File: config.mk
export PLATFORM = sky130hd
export DESIGN_NAME = pbarb_arbiter
export DESIGN_NICKNAME = d
export VERILOG_FILES = /design/src/core/pbarb_pkg.sv /design/src/core/pbarb_sync.sv /design/src/core/pbarb_arbiter.sv
export SDC_FILE = /design/constraint.sdc
export NUM_CORES = 1
export LEC_CHECK = 0
export BUFFER_PORTS_ARGS = -buffer_cell sky130_fd_sc_hd__clkbuf_2
export CELL_PAD_IN_SITES_DETAIL_PLACEMENT = 1
export CELL_PAD_IN_SITES_GLOBAL_PLACEMENT = 1
export CORE_MARGIN = 10
export CORE_UTILIZATION = 42
export CTS_CLUSTER_SIZE = 40
export DETAILED_ROUTE_END_ITERATION = 8
export PLACE_DENSITY = 0.82
export SLEW_MARGIN = 40
export SYNTH_ARGS = -nofsm -noshare
export SYNTH_HDL_FRONTEND = slang
export SYNTH_HIERARCHICAL = 1
export SYNTH_SLANG_ARGS = --single-unit
File: constraint.sdc
create_clock -name pclk -period 2.8 [get_ports pclk]
set_input_delay 0.42 -clock pclk [delete_from_list [all_inputs] [get_ports pclk]]
set_output_delay 0.42 -clock pclk [all_outputs]
set_load 0.05 [all_outputs]
File: src/core/pbarb_pkg.sv
package pbarb_pkg;

   // Register byte offsets on the APB port
   localparam logic [7:0] ADDR_CTRL = 8'h00;
   localparam logic [7:0] ADDR_DATA_CONFIG = 8'h04;
   localparam logic [7:0] ADDR_RSAR = 8'h08;
   localparam logic [7:0] ADDR_RBCR = 8'h0C;
   localparam logic [7:0] ADDR_RDMA_CMD = 8'h10;
   localparam logic [7:0] ADDR_DATA_PORT = 8'h14;
   localparam logic [7:0] ADDR_RESET_PORT = 8'h18;
   localparam logic [7:0] ADDR_STATUS = 8'h1C;
   localparam logic [7:0] ADDR_LDMA_ADDR = 8'h20;

   // Control register bits
   localparam int CTRL_START_BIT = 0;
   localparam int CTRL_STOP_BIT = 1;
   localparam int CTRL_REGRST_BIT = 2;
   localparam int CTRL_SHARED_BIT = 3;

   // Remote DMA command bits
   localparam int CMD_RREAD_BIT = 0;
   localparam int CMD_RWRITE_BIT = 1;
   localparam int CMD_ABORT_BIT = 2;

   // Status register fields
   localparam int STAT_STATE_LSB = 0;
   localparam int STAT_RBUSY_BIT = 3;
   localparam int STAT_LATCH_BIT = 4;
   localparam int STAT_SHARED_BIT = 5;
   localparam int STAT_ERR_LSB = 8;

   // Values after reset
   localparam logic [1:0] DCFG_BURST_RST = 2'h0;
   localparam logic [15:0] RSAR_RST = 16'h0000;
   localparam logic [15:0] RBCR_RST = 16'h0000;
   localparam logic [15:0] LDMA_ADDR_RST = 16'h0000;
   localparam logic SHARED_RST = 1'b0;
   // Synchroniser reset: bit 0 hard reset pin (inactive high), bit 1 host request
   localparam logic [1:0] SYNC_RST = 2'h1;

   // Burst of (select + 1) * BURST_UNIT bytes
   localparam logic [3:0] BURST_UNIT = 4'h2;

   // Bus states, Gray coded along reset, idle, local, remote
   typedef enum logic [2:0] {
      ST_RESET = 3'h0,
      ST_IDLE = 3'h1,
      ST_LOCAL = 3'h3,
      ST_REMOTE = 3'h2,
      ST_GAP = 3'h6,
      ST_HOST = 3'h7
   } pbarb_state_t;

endpackage

File: src/core/pbarb_sync.sv
`timescale 1ns/1ps
`default_nettype none

module pbarb_sync #(
   parameter int WIDTH = 2,
   parameter logic [WIDTH-1:0] RESET_VAL = '0
) (
   input wire logic pclk, // Clock
   input wire logic presetn, // Async reset, active low
   input wire logic [WIDTH-1:0] d_in, // Raw pin levels
   output logic [WIDTH-1:0] q_out // Filtered levels
);

   genvar i;
   generate
      for (i = 0; i < WIDTH; i = i + 1) begin : g_bit
         logic s1_reg;
         logic s2_reg;
         logic s3_reg;
         logic q_reg;
         // Only the second stage looks at the first; a change counts once stages 2 and 3 agree
         always_ff @(posedge pclk or negedge presetn) begin
            if (!presetn) begin
               s1_reg <= RESET_VAL[i];
               s2_reg <= RESET_VAL[i];
               s3_reg <= RESET_VAL[i];
               q_reg <= RESET_VAL[i];
            end else begin
               s1_reg <= d_in[i];
               s2_reg <= s1_reg;
               s3_reg <= s2_reg;
               if (s2_reg == s3_reg) begin
                  q_reg <= s3_reg;
               end
            end
         end
         assign q_out[i] = q_reg;
      end
   endgenerate

endmodule

`default_nettype wire

File: src/core/pbarb_arbiter.sv
// Overview of operation
// (RQ1) Host side is an APB slave only; it never starts a cycle of its own.
// (RQ2) Memory bus is always master, host-owned slave, or idle; never anything else.
// (RQ3) After hardware reset the block sits in the reset state as bus slave.
// (RQ4) Receiver and transmitter are held disabled throughout the reset state.
// (RQ5) Stop, register reset, hard reset pin or FIFO/ring errors force reset state.
// (RQ6) Register reset: reset port in I/O mode, control bit in shared mode.
// (RQ7) Software configures first; the start command moves reset to idle.
// (RQ8) Idle never drives the memory bus until a DMA transfer is needed.
// (RQ9) FIFO request leaves idle and drives the bus for read or write cycles.
// (RQ10) In I/O mode a programmed remote DMA is a second bus requester.
// (RQ11) In shared mode the host gets the memory bus directly, no DMA.
// (RQ12) Each local burst moves the configured byte count, then releases; after a reset cuts one short, the next burst only finishes it.
// (RQ13) Next local burst waits until the FIFO threshold is crossed again.
// (RQ14) In I/O mode host data moves only through the data port by remote DMA.
// (RQ15) Local DMA during packet traffic preempts pending or running remote DMA.
// (RQ16) After local DMA ends, remote DMA re-arbitrates and resumes where it stopped.
// (RQ17) FIFO service needed during a remote cycle is appended right after it.
// (RQ18) Passing from local to remote ownership inserts an idle gap cycle.
// (RQ19) Remote DMA arbitrates per transfer; local DMA uses bursts.
// (RQ20) Remote DMA releases RAM after each byte; held off during local DMA.
// (RQ21) One grant at a time; simultaneous local and remote requests go local.
// (RQ22) Memory outputs undriven in reset, idle, gap and host-owned states.
//
// Local design decisions: register access over APB and the register addresses.
`timescale 1ns/1ps
`default_nettype none

module pbarb_arbiter (
   input wire logic pclk, // Clock, 250 MHz
   input wire logic presetn, // Async reset, active low
   input wire logic psel, // APB select
   input wire logic penable, // APB enable
   input wire logic pwrite, // APB direction
   input wire logic [7:0] paddr, // APB byte address
   input wire logic [31:0] pwdata, // APB write data
   output logic [31:0] prdata, // APB read data
   output logic pready, // APB ready
   output logic pslverr, // APB error on unmapped address
   input wire logic hard_reset_pin_n, // Hard reset pin, active low
   input wire logic host_req_pin, // Shared mode host bus request pin
   output logic host_grant, // Host owns the memory bus
   input wire logic fifo_req, // FIFO above threshold, wants service
   input wire logic fifo_to_mem, // 1 receive (write RAM), 0 transmit (read RAM)
   input wire logic [7:0] fifo_wdata, // Byte from FIFO to RAM
   output logic fifo_take, // FIFO byte consumed this cycle
   output logic [7:0] fifo_rdata, // Byte from RAM to FIFO
   output logic fifo_push, // fifo_rdata valid, one cycle
   input wire logic fifo_underflow, // Error pulse
   input wire logic fifo_overflow, // Error pulse
   input wire logic ring_overflow, // Error pulse
   output logic rx_enable, // Receiver enabled
   output logic tx_enable, // Transmitter enabled
   output logic mem_drive, // Memory bus output enable
   output logic [15:0] mem_addr, // Memory address
   output logic [7:0] mem_wdata, // Memory write data
   input wire logic [7:0] mem_rdata, // Memory read data, valid in strobe cycle
   output logic mem_rd, // Memory read strobe
   output logic mem_wr // Memory write strobe
);

   pbarb_pkg::pbarb_state_t state_reg, state_next;

   logic shared_reg;
   logic [1:0] burst_sel_reg;
   logic [15:0] rsar_reg;
   logic [15:0] rbcr_reg;
   logic [15:0] ldma_addr_reg;
   logic rbusy_reg;
   logic rdir_read_reg;
   logic [7:0] latch_reg;
   logic latch_full_reg;
   logic armed_reg;
   logic [3:0] bcnt_reg;
   logic [2:0] err_reg;
   logic [7:0] fifo_rdata_reg;
   logic fifo_push_reg;
   logic [31:0] prdata_reg;
   logic rd_ok_reg;

   // Pin synchroniser
   logic [1:0] pins_s;
   pbarb_sync #(
      .WIDTH(2),
      .RESET_VAL(pbarb_pkg::SYNC_RST)
   ) u_sync (
      .pclk(pclk),
      .presetn(presetn),
      .d_in({host_req_pin, hard_reset_pin_n}),
      .q_out(pins_s)
   );
   wire hard_rst = ~pins_s[0];
   wire host_req_s = pins_s[1];

   // APB decode
   wire acc = psel & penable;
   wire sel_ctrl = (paddr == pbarb_pkg::ADDR_CTRL);
   wire sel_dcfg = (paddr == pbarb_pkg::ADDR_DATA_CONFIG);
   wire sel_rsar = (paddr == pbarb_pkg::ADDR_RSAR);
   wire sel_rbcr = (paddr == pbarb_pkg::ADDR_RBCR);
   wire sel_cmd = (paddr == pbarb_pkg::ADDR_RDMA_CMD);
   wire sel_port = (paddr == pbarb_pkg::ADDR_DATA_PORT);
   wire sel_rport = (paddr == pbarb_pkg::ADDR_RESET_PORT);
   wire sel_stat = (paddr == pbarb_pkg::ADDR_STATUS);
   wire sel_ldma = (paddr == pbarb_pkg::ADDR_LDMA_ADDR);
   wire addr_hit = sel_ctrl | sel_dcfg | sel_rsar | sel_rbcr | sel_cmd | sel_port |
                   sel_rport | sel_stat | sel_ldma;

   // Data port waits: a read stalls until the latch holds a fetched byte,
   // a write stalls until the previous byte has gone to RAM
   // The last fetched byte leaves busy low, so a full latch keeps the port live
   wire rd_port_live = rdir_read_reg & (rbusy_reg | latch_full_reg);
   wire port_rd_wait = rd_port_live & ~rd_ok_reg;
   wire port_wr_wait = rbusy_reg & ~rdir_read_reg & latch_full_reg;
   wire port_wait = sel_port & (pwrite ? port_wr_wait : port_rd_wait);
   assign pready = ~port_wait; // see (RQ1)
   assign pslverr = acc & ~addr_hit;
   assign prdata = prdata_reg;

   wire wr_acc = acc & pwrite & pready & addr_hit;
   wire rd_acc = acc & ~pwrite & pready & addr_hit;
   wire wr_ctrl = wr_acc & sel_ctrl;
   wire start_cmd = wr_ctrl & pwdata[pbarb_pkg::CTRL_START_BIT];
   wire stop_cmd = wr_ctrl & pwdata[pbarb_pkg::CTRL_STOP_BIT];
   wire reg_reset = (wr_acc & sel_rport & ~shared_reg) |
                    (wr_ctrl & pwdata[pbarb_pkg::CTRL_REGRST_BIT] & shared_reg); // see (RQ6)
   wire [2:0] err_in = {ring_overflow, fifo_overflow, fifo_underflow};
   wire reset_cause = hard_rst | stop_cmd | reg_reset | (|err_in); // see (RQ5)

   wire port_wr_acc = wr_acc & sel_port & rbusy_reg & ~rdir_read_reg;
   wire port_rd_acc = rd_acc & sel_port & rd_port_live; // see (RQ14)
   wire cmd_rread = wr_acc & sel_cmd & pwdata[pbarb_pkg::CMD_RREAD_BIT];
   wire cmd_rwrite = wr_acc & sel_cmd & pwdata[pbarb_pkg::CMD_RWRITE_BIT];
   wire cmd_abort = wr_acc & sel_cmd & pwdata[pbarb_pkg::CMD_ABORT_BIT];
   wire [2:0] err_clr = (wr_acc & sel_stat) ? pwdata[pbarb_pkg::STAT_ERR_LSB +: 3] : 3'h0;

   // Arbitration requests
   wire local_go = fifo_req & armed_reg; // see (RQ13)
   wire host_go = shared_reg & host_req_s; // see (RQ11)
   // Remote DMA wants one byte: fetch when latch empty, store when latch full
   wire rdma_want = ~shared_reg & rbusy_reg &
                    (rdir_read_reg ? ~latch_full_reg : latch_full_reg); // see (RQ10)
   wire [3:0] burst_len = ({2'h0, burst_sel_reg} + 4'h1) * pbarb_pkg::BURST_UNIT;
   wire last_byte = (bcnt_reg == (burst_len - 4'h1));

   wire in_local = (state_reg == pbarb_pkg::ST_LOCAL);
   wire in_remote = (state_reg == pbarb_pkg::ST_REMOTE);
   wire rem_rd_cyc = in_remote & rdir_read_reg;
   wire rem_wr_cyc = in_remote & ~rdir_read_reg;

   always_comb begin
      state_next = state_reg;
      case (state_reg)
         pbarb_pkg::ST_RESET: begin
            if (start_cmd) begin
               state_next = pbarb_pkg::ST_IDLE; // see (RQ7)
            end
         end
         pbarb_pkg::ST_IDLE: begin
            if (local_go) begin
               state_next = pbarb_pkg::ST_LOCAL; // see (RQ9) see (RQ21) see (RQ15)
            end else if (host_go) begin
               state_next = pbarb_pkg::ST_HOST;
            end else if (rdma_want) begin
               state_next = pbarb_pkg::ST_REMOTE; // see (RQ16)
            end else begin
               state_next = pbarb_pkg::ST_IDLE; // see (RQ8)
            end
         end
         pbarb_pkg::ST_LOCAL: begin
            if (last_byte) begin
               // Release the bus; a gap lets the host contend before remote work
               state_next = (rdma_want | host_go) ? pbarb_pkg::ST_GAP :
                            pbarb_pkg::ST_IDLE; // see (RQ12) see (RQ18)
            end
         end
         pbarb_pkg::ST_GAP: begin
            state_next = pbarb_pkg::ST_IDLE; // see (RQ18)
         end
         pbarb_pkg::ST_REMOTE: begin
            // One byte only, then release or hand straight to local
            state_next = local_go ? pbarb_pkg::ST_LOCAL :
                         pbarb_pkg::ST_IDLE; // see (RQ19) see (RQ20) see (RQ17)
         end
         pbarb_pkg::ST_HOST: begin
            if (!host_req_s) begin
               state_next = pbarb_pkg::ST_IDLE;
            end
         end
         default: begin
            state_next = pbarb_pkg::ST_RESET;
         end
      endcase
      if (reset_cause) begin
         state_next = pbarb_pkg::ST_RESET; // see (RQ5)
      end
   end

   always_ff @(posedge pclk or negedge presetn) begin
      if (!presetn) begin
         state_reg <= pbarb_pkg::ST_RESET; // see (RQ3)
      end else begin
         state_reg <= state_next; // see (RQ2)
      end
   end

   // Memory bus: driven only while a DMA channel owns it
   assign mem_drive = in_local | in_remote; // see (RQ22) see (RQ21)
   assign mem_addr = in_local ? ldma_addr_reg : (in_remote ? rsar_reg : 16'h0000);
   assign mem_wdata = (in_local & fifo_to_mem) ? fifo_wdata :
                      (rem_wr_cyc ? latch_reg : 8'h00);
   assign mem_wr = (in_local & fifo_to_mem) | rem_wr_cyc;
   assign mem_rd = (in_local & ~fifo_to_mem) | rem_rd_cyc;
   assign fifo_take = in_local & fifo_to_mem;
   assign fifo_rdata = fifo_rdata_reg;
   assign fifo_push = fifo_push_reg;
   assign host_grant = (state_reg == pbarb_pkg::ST_HOST);
   assign rx_enable = (state_reg != pbarb_pkg::ST_RESET); // see (RQ4)
   assign tx_enable = (state_reg != pbarb_pkg::ST_RESET); // see (RQ4)

   // Local burst counter and threshold re-arm
   always_ff @(posedge pclk or negedge presetn) begin
      if (!presetn) begin
         bcnt_reg <= 4'h0;
         armed_reg <= 1'b1;
         ldma_addr_reg <= pbarb_pkg::LDMA_ADDR_RST;
         fifo_rdata_reg <= 8'h00;
         fifo_push_reg <= 1'b0;
      end else begin
         fifo_push_reg <= in_local & ~fifo_to_mem;
         if (in_local & ~fifo_to_mem) begin
            fifo_rdata_reg <= mem_rdata;
         end
         if (in_local) begin
            bcnt_reg <= last_byte ? 4'h0 : bcnt_reg + 4'h1; // see (RQ12)
            ldma_addr_reg <= ldma_addr_reg + 16'h0001;
         end else if (wr_acc & sel_ldma) begin
            ldma_addr_reg <= pwdata[15:0];
         end
         if (in_local & last_byte) begin
            armed_reg <= 1'b0; // see (RQ13)
         end else if (!fifo_req) begin
            armed_reg <= 1'b1;
         end
      end
   end

   // Remote DMA channel and data latch; counters only move on a granted byte,
   // so a preempted transfer resumes at the same address and count
   always_ff @(posedge pclk or negedge presetn) begin
      if (!presetn) begin
         rsar_reg <= pbarb_pkg::RSAR_RST;
         rbcr_reg <= pbarb_pkg::RBCR_RST;
         rbusy_reg <= 1'b0;
         rdir_read_reg <= 1'b1;
         latch_reg <= 8'h00;
         latch_full_reg <= 1'b0;
      end else if (reset_cause | cmd_abort) begin
         rbusy_reg <= 1'b0;
         latch_full_reg <= 1'b0;
      end else if (in_remote) begin
         rsar_reg <= rsar_reg + 16'h0001; // see (RQ16)
         rbcr_reg <= rbcr_reg - 16'h0001;
         rbusy_reg <= (rbcr_reg != 16'h0001);
         latch_full_reg <= rdir_read_reg;
         if (rdir_read_reg) begin
            latch_reg <= mem_rdata;
         end
      end else if (cmd_rread | cmd_rwrite) begin
         rbusy_reg <= (rbcr_reg != 16'h0000);
         rdir_read_reg <= cmd_rread;
         latch_full_reg <= 1'b0;
      end else begin
         if (wr_acc & sel_rsar) begin
            rsar_reg <= pwdata[15:0];
         end
         if (wr_acc & sel_rbcr) begin
            rbcr_reg <= pwdata[15:0];
         end
         if (port_wr_acc) begin
            latch_reg <= pwdata[7:0];
            latch_full_reg <= 1'b1;
         end else if (port_rd_acc) begin
            latch_full_reg <= 1'b0;
         end
      end
   end

   // Configuration and sticky error flags; a new error wins over a clear
   always_ff @(posedge pclk or negedge presetn) begin
      if (!presetn) begin
         shared_reg <= pbarb_pkg::SHARED_RST;
         burst_sel_reg <= pbarb_pkg::DCFG_BURST_RST;
         err_reg <= 3'h0;
      end else begin
         if (wr_ctrl) begin
            shared_reg <= pwdata[pbarb_pkg::CTRL_SHARED_BIT];
         end
         if (wr_acc & sel_dcfg) begin
            burst_sel_reg <= pwdata[1:0];
         end
         err_reg <= (err_reg & ~err_clr) | err_in;
      end
   end

   // Read path is registered; a data port read completes only after the
   // fetched byte has already been captured into prdata
   logic [31:0] rd_mux;
   always_comb begin
      rd_mux = 32'h00000000;
      case (1'b1)
         sel_ctrl: rd_mux[pbarb_pkg::CTRL_SHARED_BIT] = shared_reg;
         sel_dcfg: rd_mux[1:0] = burst_sel_reg;
         sel_rsar: rd_mux[15:0] = rsar_reg;
         sel_rbcr: rd_mux[15:0] = rbcr_reg;
         sel_port: rd_mux[7:0] = latch_reg;
         sel_stat: begin
            rd_mux[pbarb_pkg::STAT_STATE_LSB +: 3] = state_reg;
            rd_mux[pbarb_pkg::STAT_RBUSY_BIT] = rbusy_reg;
            rd_mux[pbarb_pkg::STAT_LATCH_BIT] = latch_full_reg;
            rd_mux[pbarb_pkg::STAT_SHARED_BIT] = shared_reg;
            rd_mux[pbarb_pkg::STAT_ERR_LSB +: 3] = err_reg;
         end
         sel_ldma: rd_mux[15:0] = ldma_addr_reg;
         default: rd_mux = 32'h00000000;
      endcase
   end

   always_ff @(posedge pclk or negedge presetn) begin
      if (!presetn) begin
         prdata_reg <= 32'h00000000;
         rd_ok_reg <= 1'b0;
      end else begin
         if (psel & ~pwrite) begin
            prdata_reg <= rd_mux;
         end
         rd_ok_reg <= psel & latch_full_reg & ~port_rd_acc;
      end
   end

endmodule

`default_nettype wire

# Yosys cells after proc, flatten, opt, wreduce, memory -nomap -nowiden
# Index checks and enable logic that the tools add are counted.
totals:
  ff_bits: 107
  elab_cells: 239
  inputBits: 68
op_classes:
  n_reduce_logical: 16
  n_addsub: 6
  n_mux: 89
  n_bitwise: 80
  eq_ne: 23
op_table:
  columns: ["cell", "count"]
  rows:
  - ["$mux W16", 10]
  - ["$mux W8", 6]
  - ["$and A1 B1 Y1", 46]
  - ["$mux W2", 23]
  - ["$mux W3", 15]
  - ["$mux W5", 7]
  - ["$add A16 B1 Y16 const B", 2]
  - ["$eq A8 B5 Y1 const B", 4]
  - ["$mux W1", 26]
  - ["$or A1 B1 Y1", 19]
  - ["$pmux W3 S6", 1]
  - ["$eq A8 B4 Y1 const B", 2]
  - ["$ne A16 B1 Y1 const B", 1]
  - ["$reduce_bool A16 Y1", 1]
  - ["$sub A16 B1 Y16 const B", 1]
  - ["$not A1 Y1", 12]
  - ["$reduce_and A3 Y1", 4]
  - ["$ne A3 B3 Y1 const B", 3]
  - ["$eq A8 B3 Y1 const B", 1]
  - ["$eq A8 B6 Y1 const B", 1]
  - ["$logic_not A8 Y1", 1]
  - ["$reduce_bool A2 Y1", 4]
  - ["$eq A3 B2 Y1 const B", 2]
  - ["$eq A3 B3 Y1 const B", 2]
  - ["other kinds (17)", 20]

# Depth between registers and ports, before layout
logic_depth:
  depth_word: 19
  depth_mapped: 8
  depth_no_buf: 6

# Modules after synthesis
# Netlist, hierarchy kept.
by_module_without_submodules:
  columns: ["mod", "seq_area_each_um2", "n_inst", "area_each_um2", "cells_each"]
  rows:
  - ["pbarb_arbiter", 2479.9, 1, 6715.2, 783]
  - ["pbarb_sync", 205.2, 1, 242.7, 12]

# Worst setup path before layout
# No wires, ideal clock.
synth_path:
  kind: "input-to-reg"
  start: "input port paddr[7]"
  end: "register latch_reg[0]"
  slack_ns: -0.093
  setup_ns: 0.125
  arrival_ns: 2.768
  path_stages: 6
  t_required_ns: 2.675
  path_cell_list: "or4b_1 clkbuf_2 or3_4 or4_4 a221oi_4 mux2_2"
synth_between:
  elab_chain_cells: 19
  elab_cells_between_ends: 44
  classes_between: "9 x eq/ne; 32 x bitwise; 3 x reduce/logical"
synth_rtl:
  columns: ["item", "line_no", "text"]
  rows:
  - ["from (decl)", "pbarb_arbiter.sv:35", "input wire logic [7:0] paddr,"]
  - ["$eq A8 B3 Y1 / $logic_not A8 Y1 (equally long branches)", "pbarb_arbiter.sv:98, pbarb_arbiter.sv:97", null]
  - ["$or A1 B1 Y1 (6 in a row)", "pbarb_arbiter.sv:106", "wire addr_hit = sel_ctrl | sel_dcfg | sel_rsar | sel_rbcr | sel_cmd | sel_port |"]
  - ["$or A1 B1 Y1 (2 in a row)", "pbarb_arbiter.sv:107", "sel_rport | sel_stat | sel_ldma;"]
  - ["$and A1 B1 Y1", "pbarb_arbiter.sv:120", "wire wr_acc = acc & pwrite & pready & addr_hit;"]
  - ["$and A1 B1 Y1", "pbarb_arbiter.sv:122", "wire wr_ctrl = wr_acc & sel_ctrl;"]
  - ["$and A1 B1 Y1 (2 in a row)", "pbarb_arbiter.sv:126", "(wr_ctrl & pwdata[pbarb_pkg::CTRL_REGRST_BIT] & shared_reg);"]
  - ["$or A1 B1 Y1", "pbarb_arbiter.sv:125", "wire reg_reset = (wr_acc & sel_rport & ~shared_reg) |"]
  - ["$or A1 B1 Y1 (2 in a row)", "pbarb_arbiter.sv:128", "wire reset_cause = hard_rst | stop_cmd | reg_reset | (|err_in);"]
  - ["$or A1 B1 Y1", "pbarb_arbiter.sv:258", "end else if (reset_cause | cmd_abort) begin"]
  - ["$not A1 Y1 (no line)", null, null]
  - ["$reduce_and A4 Y1 (no line) (*)", null, null]
  - ["to (signal assigned)", "pbarb_arbiter.sv:267", "latch_reg <= mem_rdata;"]
  - ["to (signal assigned)", "pbarb_arbiter.sv:281", "latch_reg <= pwdata[7:0];"]
  - ["to (decl)", "pbarb_arbiter.sv:71", "logic [7:0] latch_reg;"]
# Mark *: on every way between the ends. The rest lies on a longest branch, timed or not.
# A chain may end at the register's enable or synchronous reset.

# Worst setup path in the final report
layout_path:
  start: "register state_reg[1]"
  end: "output port mem_wdata[0]"
layout_between:
  elab_chain_cells: 4
  elab_cells_between_ends: 6
  classes_between: "2 x eq/ne; 2 x mux; 2 x bitwise"
layout_rtl:
  columns: ["item", "line_no", "text"]
  rows:
  - ["from (decl)", "pbarb_arbiter.sv:62", "pbarb_pkg::pbarb_state_t state_reg, state_next;"]
  - ["from (signal assigned)", "pbarb_arbiter.sv:201", "state_reg <= pbarb_pkg::ST_RESET;"]
  - ["from (signal assigned)", "pbarb_arbiter.sv:203", "state_reg <= state_next;"]
  - ["$eq A3 B2 Y1", "pbarb_arbiter.sv:147", "wire in_remote = (state_reg == pbarb_pkg::ST_REMOTE);"]
  - ["$and A1 B1 Y1", "pbarb_arbiter.sv:149", "wire rem_wr_cyc = in_remote & ~rdir_read_reg;"]
  - ["$mux W8", "pbarb_arbiter.sv:211", "(rem_wr_cyc ? latch_reg : 8'h00);"]
  - ["$mux W8 (*)", "pbarb_arbiter.sv:210", "assign mem_wdata = (in_local & fifo_to_mem) ? fifo_wdata :"]
  - ["to (decl)", "pbarb_arbiter.sv:56", "output logic [7:0] mem_wdata,"]
# Marks and branches as above.

==> metrics.md <==
| Metric | Value |
|---|---|
| Crit. path cell count | 6 |
| Outcome | finished, final reports clean |
| WL per Instance | 23.0 um |
| Chip height | 149 um |
| Post-CTS Setup Inserts | 0 |
| GR Overflow Total | 0 |
| Post-synthesis cell area | between 6000 and 7000 um^2 |
| Seq/Total Area, Yosys | approximately two fifths |
| Pins over their slew limit | 0 |
| CTS tree | yes |
| Period utilization | between 90 and 100% |
| Worst-skew pair later-pin latency | 360 ps |
| Crit path time final | 2650 ps |
| Setup TNS | 0 ps |
| Max Cap Viol | 0 |
| Resized cells post-CTS | 0 |
| Worst slack, placed | -119 ps |
| Synth Warn # | 6 |
| CTS hold repair buffers | 0 |
| DRT Wirelength | roughly 26,000 um |
| Power Total | 3.31 mW |
| Top cell by count, worst path | buf_4 |
| Diode count | 0 |
| Initial DRC count | approximately 670 |
| Ys flop type | dfrtp_1 |
| Share of cells above drive strength 1 | between 20 and 30% |
| Clock transition at path regs | about 70 ps |
| Starting Density | 43.3% |
| FILL cells | slightly below 2,000 |
| Design Area, Final | approximately 8300 um^2 |
| R2R depth | 4 |
| CP Capture Type | output pin |
| Core area | ~16,000 um^2 |
| Post-DRT Antenna Nets | 0 |
| Reg-to-Reg Start | u_sync/g_bit[0].q_reg |
| CP Launch Type | flop |
| Area delta synth->final | 19.7% |
| Worst setup path start | state_reg[1] |
| Post-synth EDFFs | 0 |
| Reg2Reg Setup Slack | approximately 240 ps |
| GP Congestion | just under 1 |
| Worst Path Arrival | roughly 2200 ps |
| Crit-path leading delay family | simple AND/OR/NAND/NOR gates |
| Crit path cell chain | or3b_2 > buf_4 > nor2_1 > buf_4 > a22o_1 > buf_12 |
| Pin slew with the least headroom to its limit | about 820 ps |
| Setup WS post-layout | 150 ps |
| Gr usage total | between 20% and 30% |
| Async S/R FF share, synth | 100% |
| H-Tree Depth | 3 |
| Synth Area per Inst | roughly 8.8 um^2 |
| Slowest cell on crit path | or3b_2 |
| Leakage | 3.69 nW |
| Global-route wire length before repair | just over 40,000 um |
| Crit path to | mem_wdata[0] |
| Dominant cell type by area after synthesis | dfrtp_1 |
| Synthesized flop and latch total | approximately 110 |
| Clock root cell | clkbuf_16 |
| CTS sink cnt | approximately 110 |
| Largest net degree at the start of global routing | 50 |
| DRC Markers | 0 |
| Hpwl dp | between 15,000 and 20,000 um |
| Slew HR | about 45% |
| R2R Path End | rsar_reg[3] |
| Core Util, Final | around half |
| Setup violators final | 0 |
| Max Clk Rate | ~380 MHz |
| Die Wd | 149 um |
| Worst-path fanout max | 9 |
| Nets | 985 |
| Max VDD drop | about 270 uV |
| Area contributors post-synth | dfrtp_1 (36%), nand2_1 (4.7%), mux2_2 (3.6%) |
| RSZ-0062 raised after global routing | false |
| Final hold vios | 0 |
| Vias in the first global route | 7,184 |
| Max incr delay on CP | around 560 ps |
| Distinct cells, synth | 82 |
| Count of input and output buffers | 109 |
| # IOs | about 140 |
| Via count | about 7,000 |
| Buf+Inv Stages, Crit Path | 3 |
| Clock buffer depth | 2 |
| Pre-antenna DRT Iters | 5 |
| Row count | between 40 and 50 |
| CTS Buf Count | 9 |
| Register area | about 2700 um^2 |
| Drt via density | around 6.2 |
| CP Class | flop to output pin |
| Placed inst area | 8040 um^2 |
| Pwr dens | between 300 and 400 nW/um^2 |
| Worst Path Required | about 2400 ps |
| Area of the multi-input gates | about 3800 um^2 |
| Post-Syn Instances | between 700 and 800 |
| Post-synth top area share | a little over a third |
| Setup Skew | 9.43 ps |
| DIE AREA | about 22,000 um^2 |
| Initial antenna violation count | 0 |
| Worst Hold Class | input pin to async pin |
## power by group
group / internal [mW] / total, mW / switching, mW
sequential: 1.58 / 1.60 / 0.0219
clock: 0.680 / 1.28 / 0.598
combinational: 0.112 / 0.429 / 0.318
## placed cells by master, fill, tap and decap left out, types with 5 or more instances in the layout
master	n
a211oi_1	7
a21o_1	6
a21oi_1	36
a22o_1	10
a22oi_1	12
a2bb2oi_1	13
a31oi_1	35
a41oi_1	7
and2_1	5
and3_1	15
buf_12	13
buf_4	56
clkbuf_16	9
clkbuf_2	98
conb_1	16
dfrtp_1	101
dfstp_2	6
ha_1	7
inv_1	21
mux2_2	22
mux2i_1	22
nand2_1	88
nand2b_1	7
nand3_1	25
nand4_1	10
nor2_1	65
nor2b_1	5
nor3_1	27
nor4_1	10
nor4b_1	5
o21ai_0	38
o22ai_1	8
o2bb2ai_1	5
o31ai_1	10
o32ai_1	6
## per-stage QoR
step | std cells | hold slack (ps)
floorplan | 810 | 124
global placement | 1115 | 334
detailed placement | 1115 | 346
CTS | 1131 | 62.5
global route | 1131 | 93.0
finish | 1131 | 48.6
## worst min-delay path by stage
stage                                         to  slack (ps)                    from  cells past startpoint
after floorplan                      bcnt_reg[0]         120                 presetn                      0
after global placement    u_sync/g_bit[1].s2_reg         330  u_sync/g_bit[1].s1_reg                      0
after detailed placement  u_sync/g_bit[1].s2_reg         350  u_sync/g_bit[1].s1_reg                      0
after CTS                          fifo_rdata[0]          60                 presetn                      1
after global routing       u_sync/g_bit[1].q_reg          90                 presetn                      1
final                                bcnt_reg[2]          50                 presetn                      1
## cell type report
class,instances,share of cell area (%)
clock buffer,15,3.34
clock inverter,1,0.0901
inverter,21,0.947
multi-input combinational,604,46.1
sequential,107,32.2
tap,216,3.25
timing repair buffer,167,14.1
## routing by layer
metal	part of all wire [%]	wire, um	vias to the layer above	global-route usage (%)
met5	0	0	-	0
met4	2.9	768	0	8.82
met3	7.5	1940	44	4.40
met2	47	12200	283	38.0
met1	43	11100	3469	31.0
li1	-	-	3178	-
## kinds of logic after synthesis
logic type / count (synthesis) / share of synthesized area, %
other cells: 1 / 0.0539
mux: 44 / 6.73
fa+ha+maj: 9 / 1.58
compound gates: 237 / 24.1
buf+inv: 99 / 7.21
flops: 107 / 38.6
simple gates: 293 / 21.1
xor+xnor: 5 / 0.629
## Yosys cell counts, drive strengths merged (22+ instances only)
cell,count
buf,22
nor2,65
mux2,22
clkbuf,56
a31oi,35
o21ai,38
a21oi,36
nand2,88
nor3,27
mux2i,22
dfrtp,101
nand3,25
(Power assumes the default switching activity.)
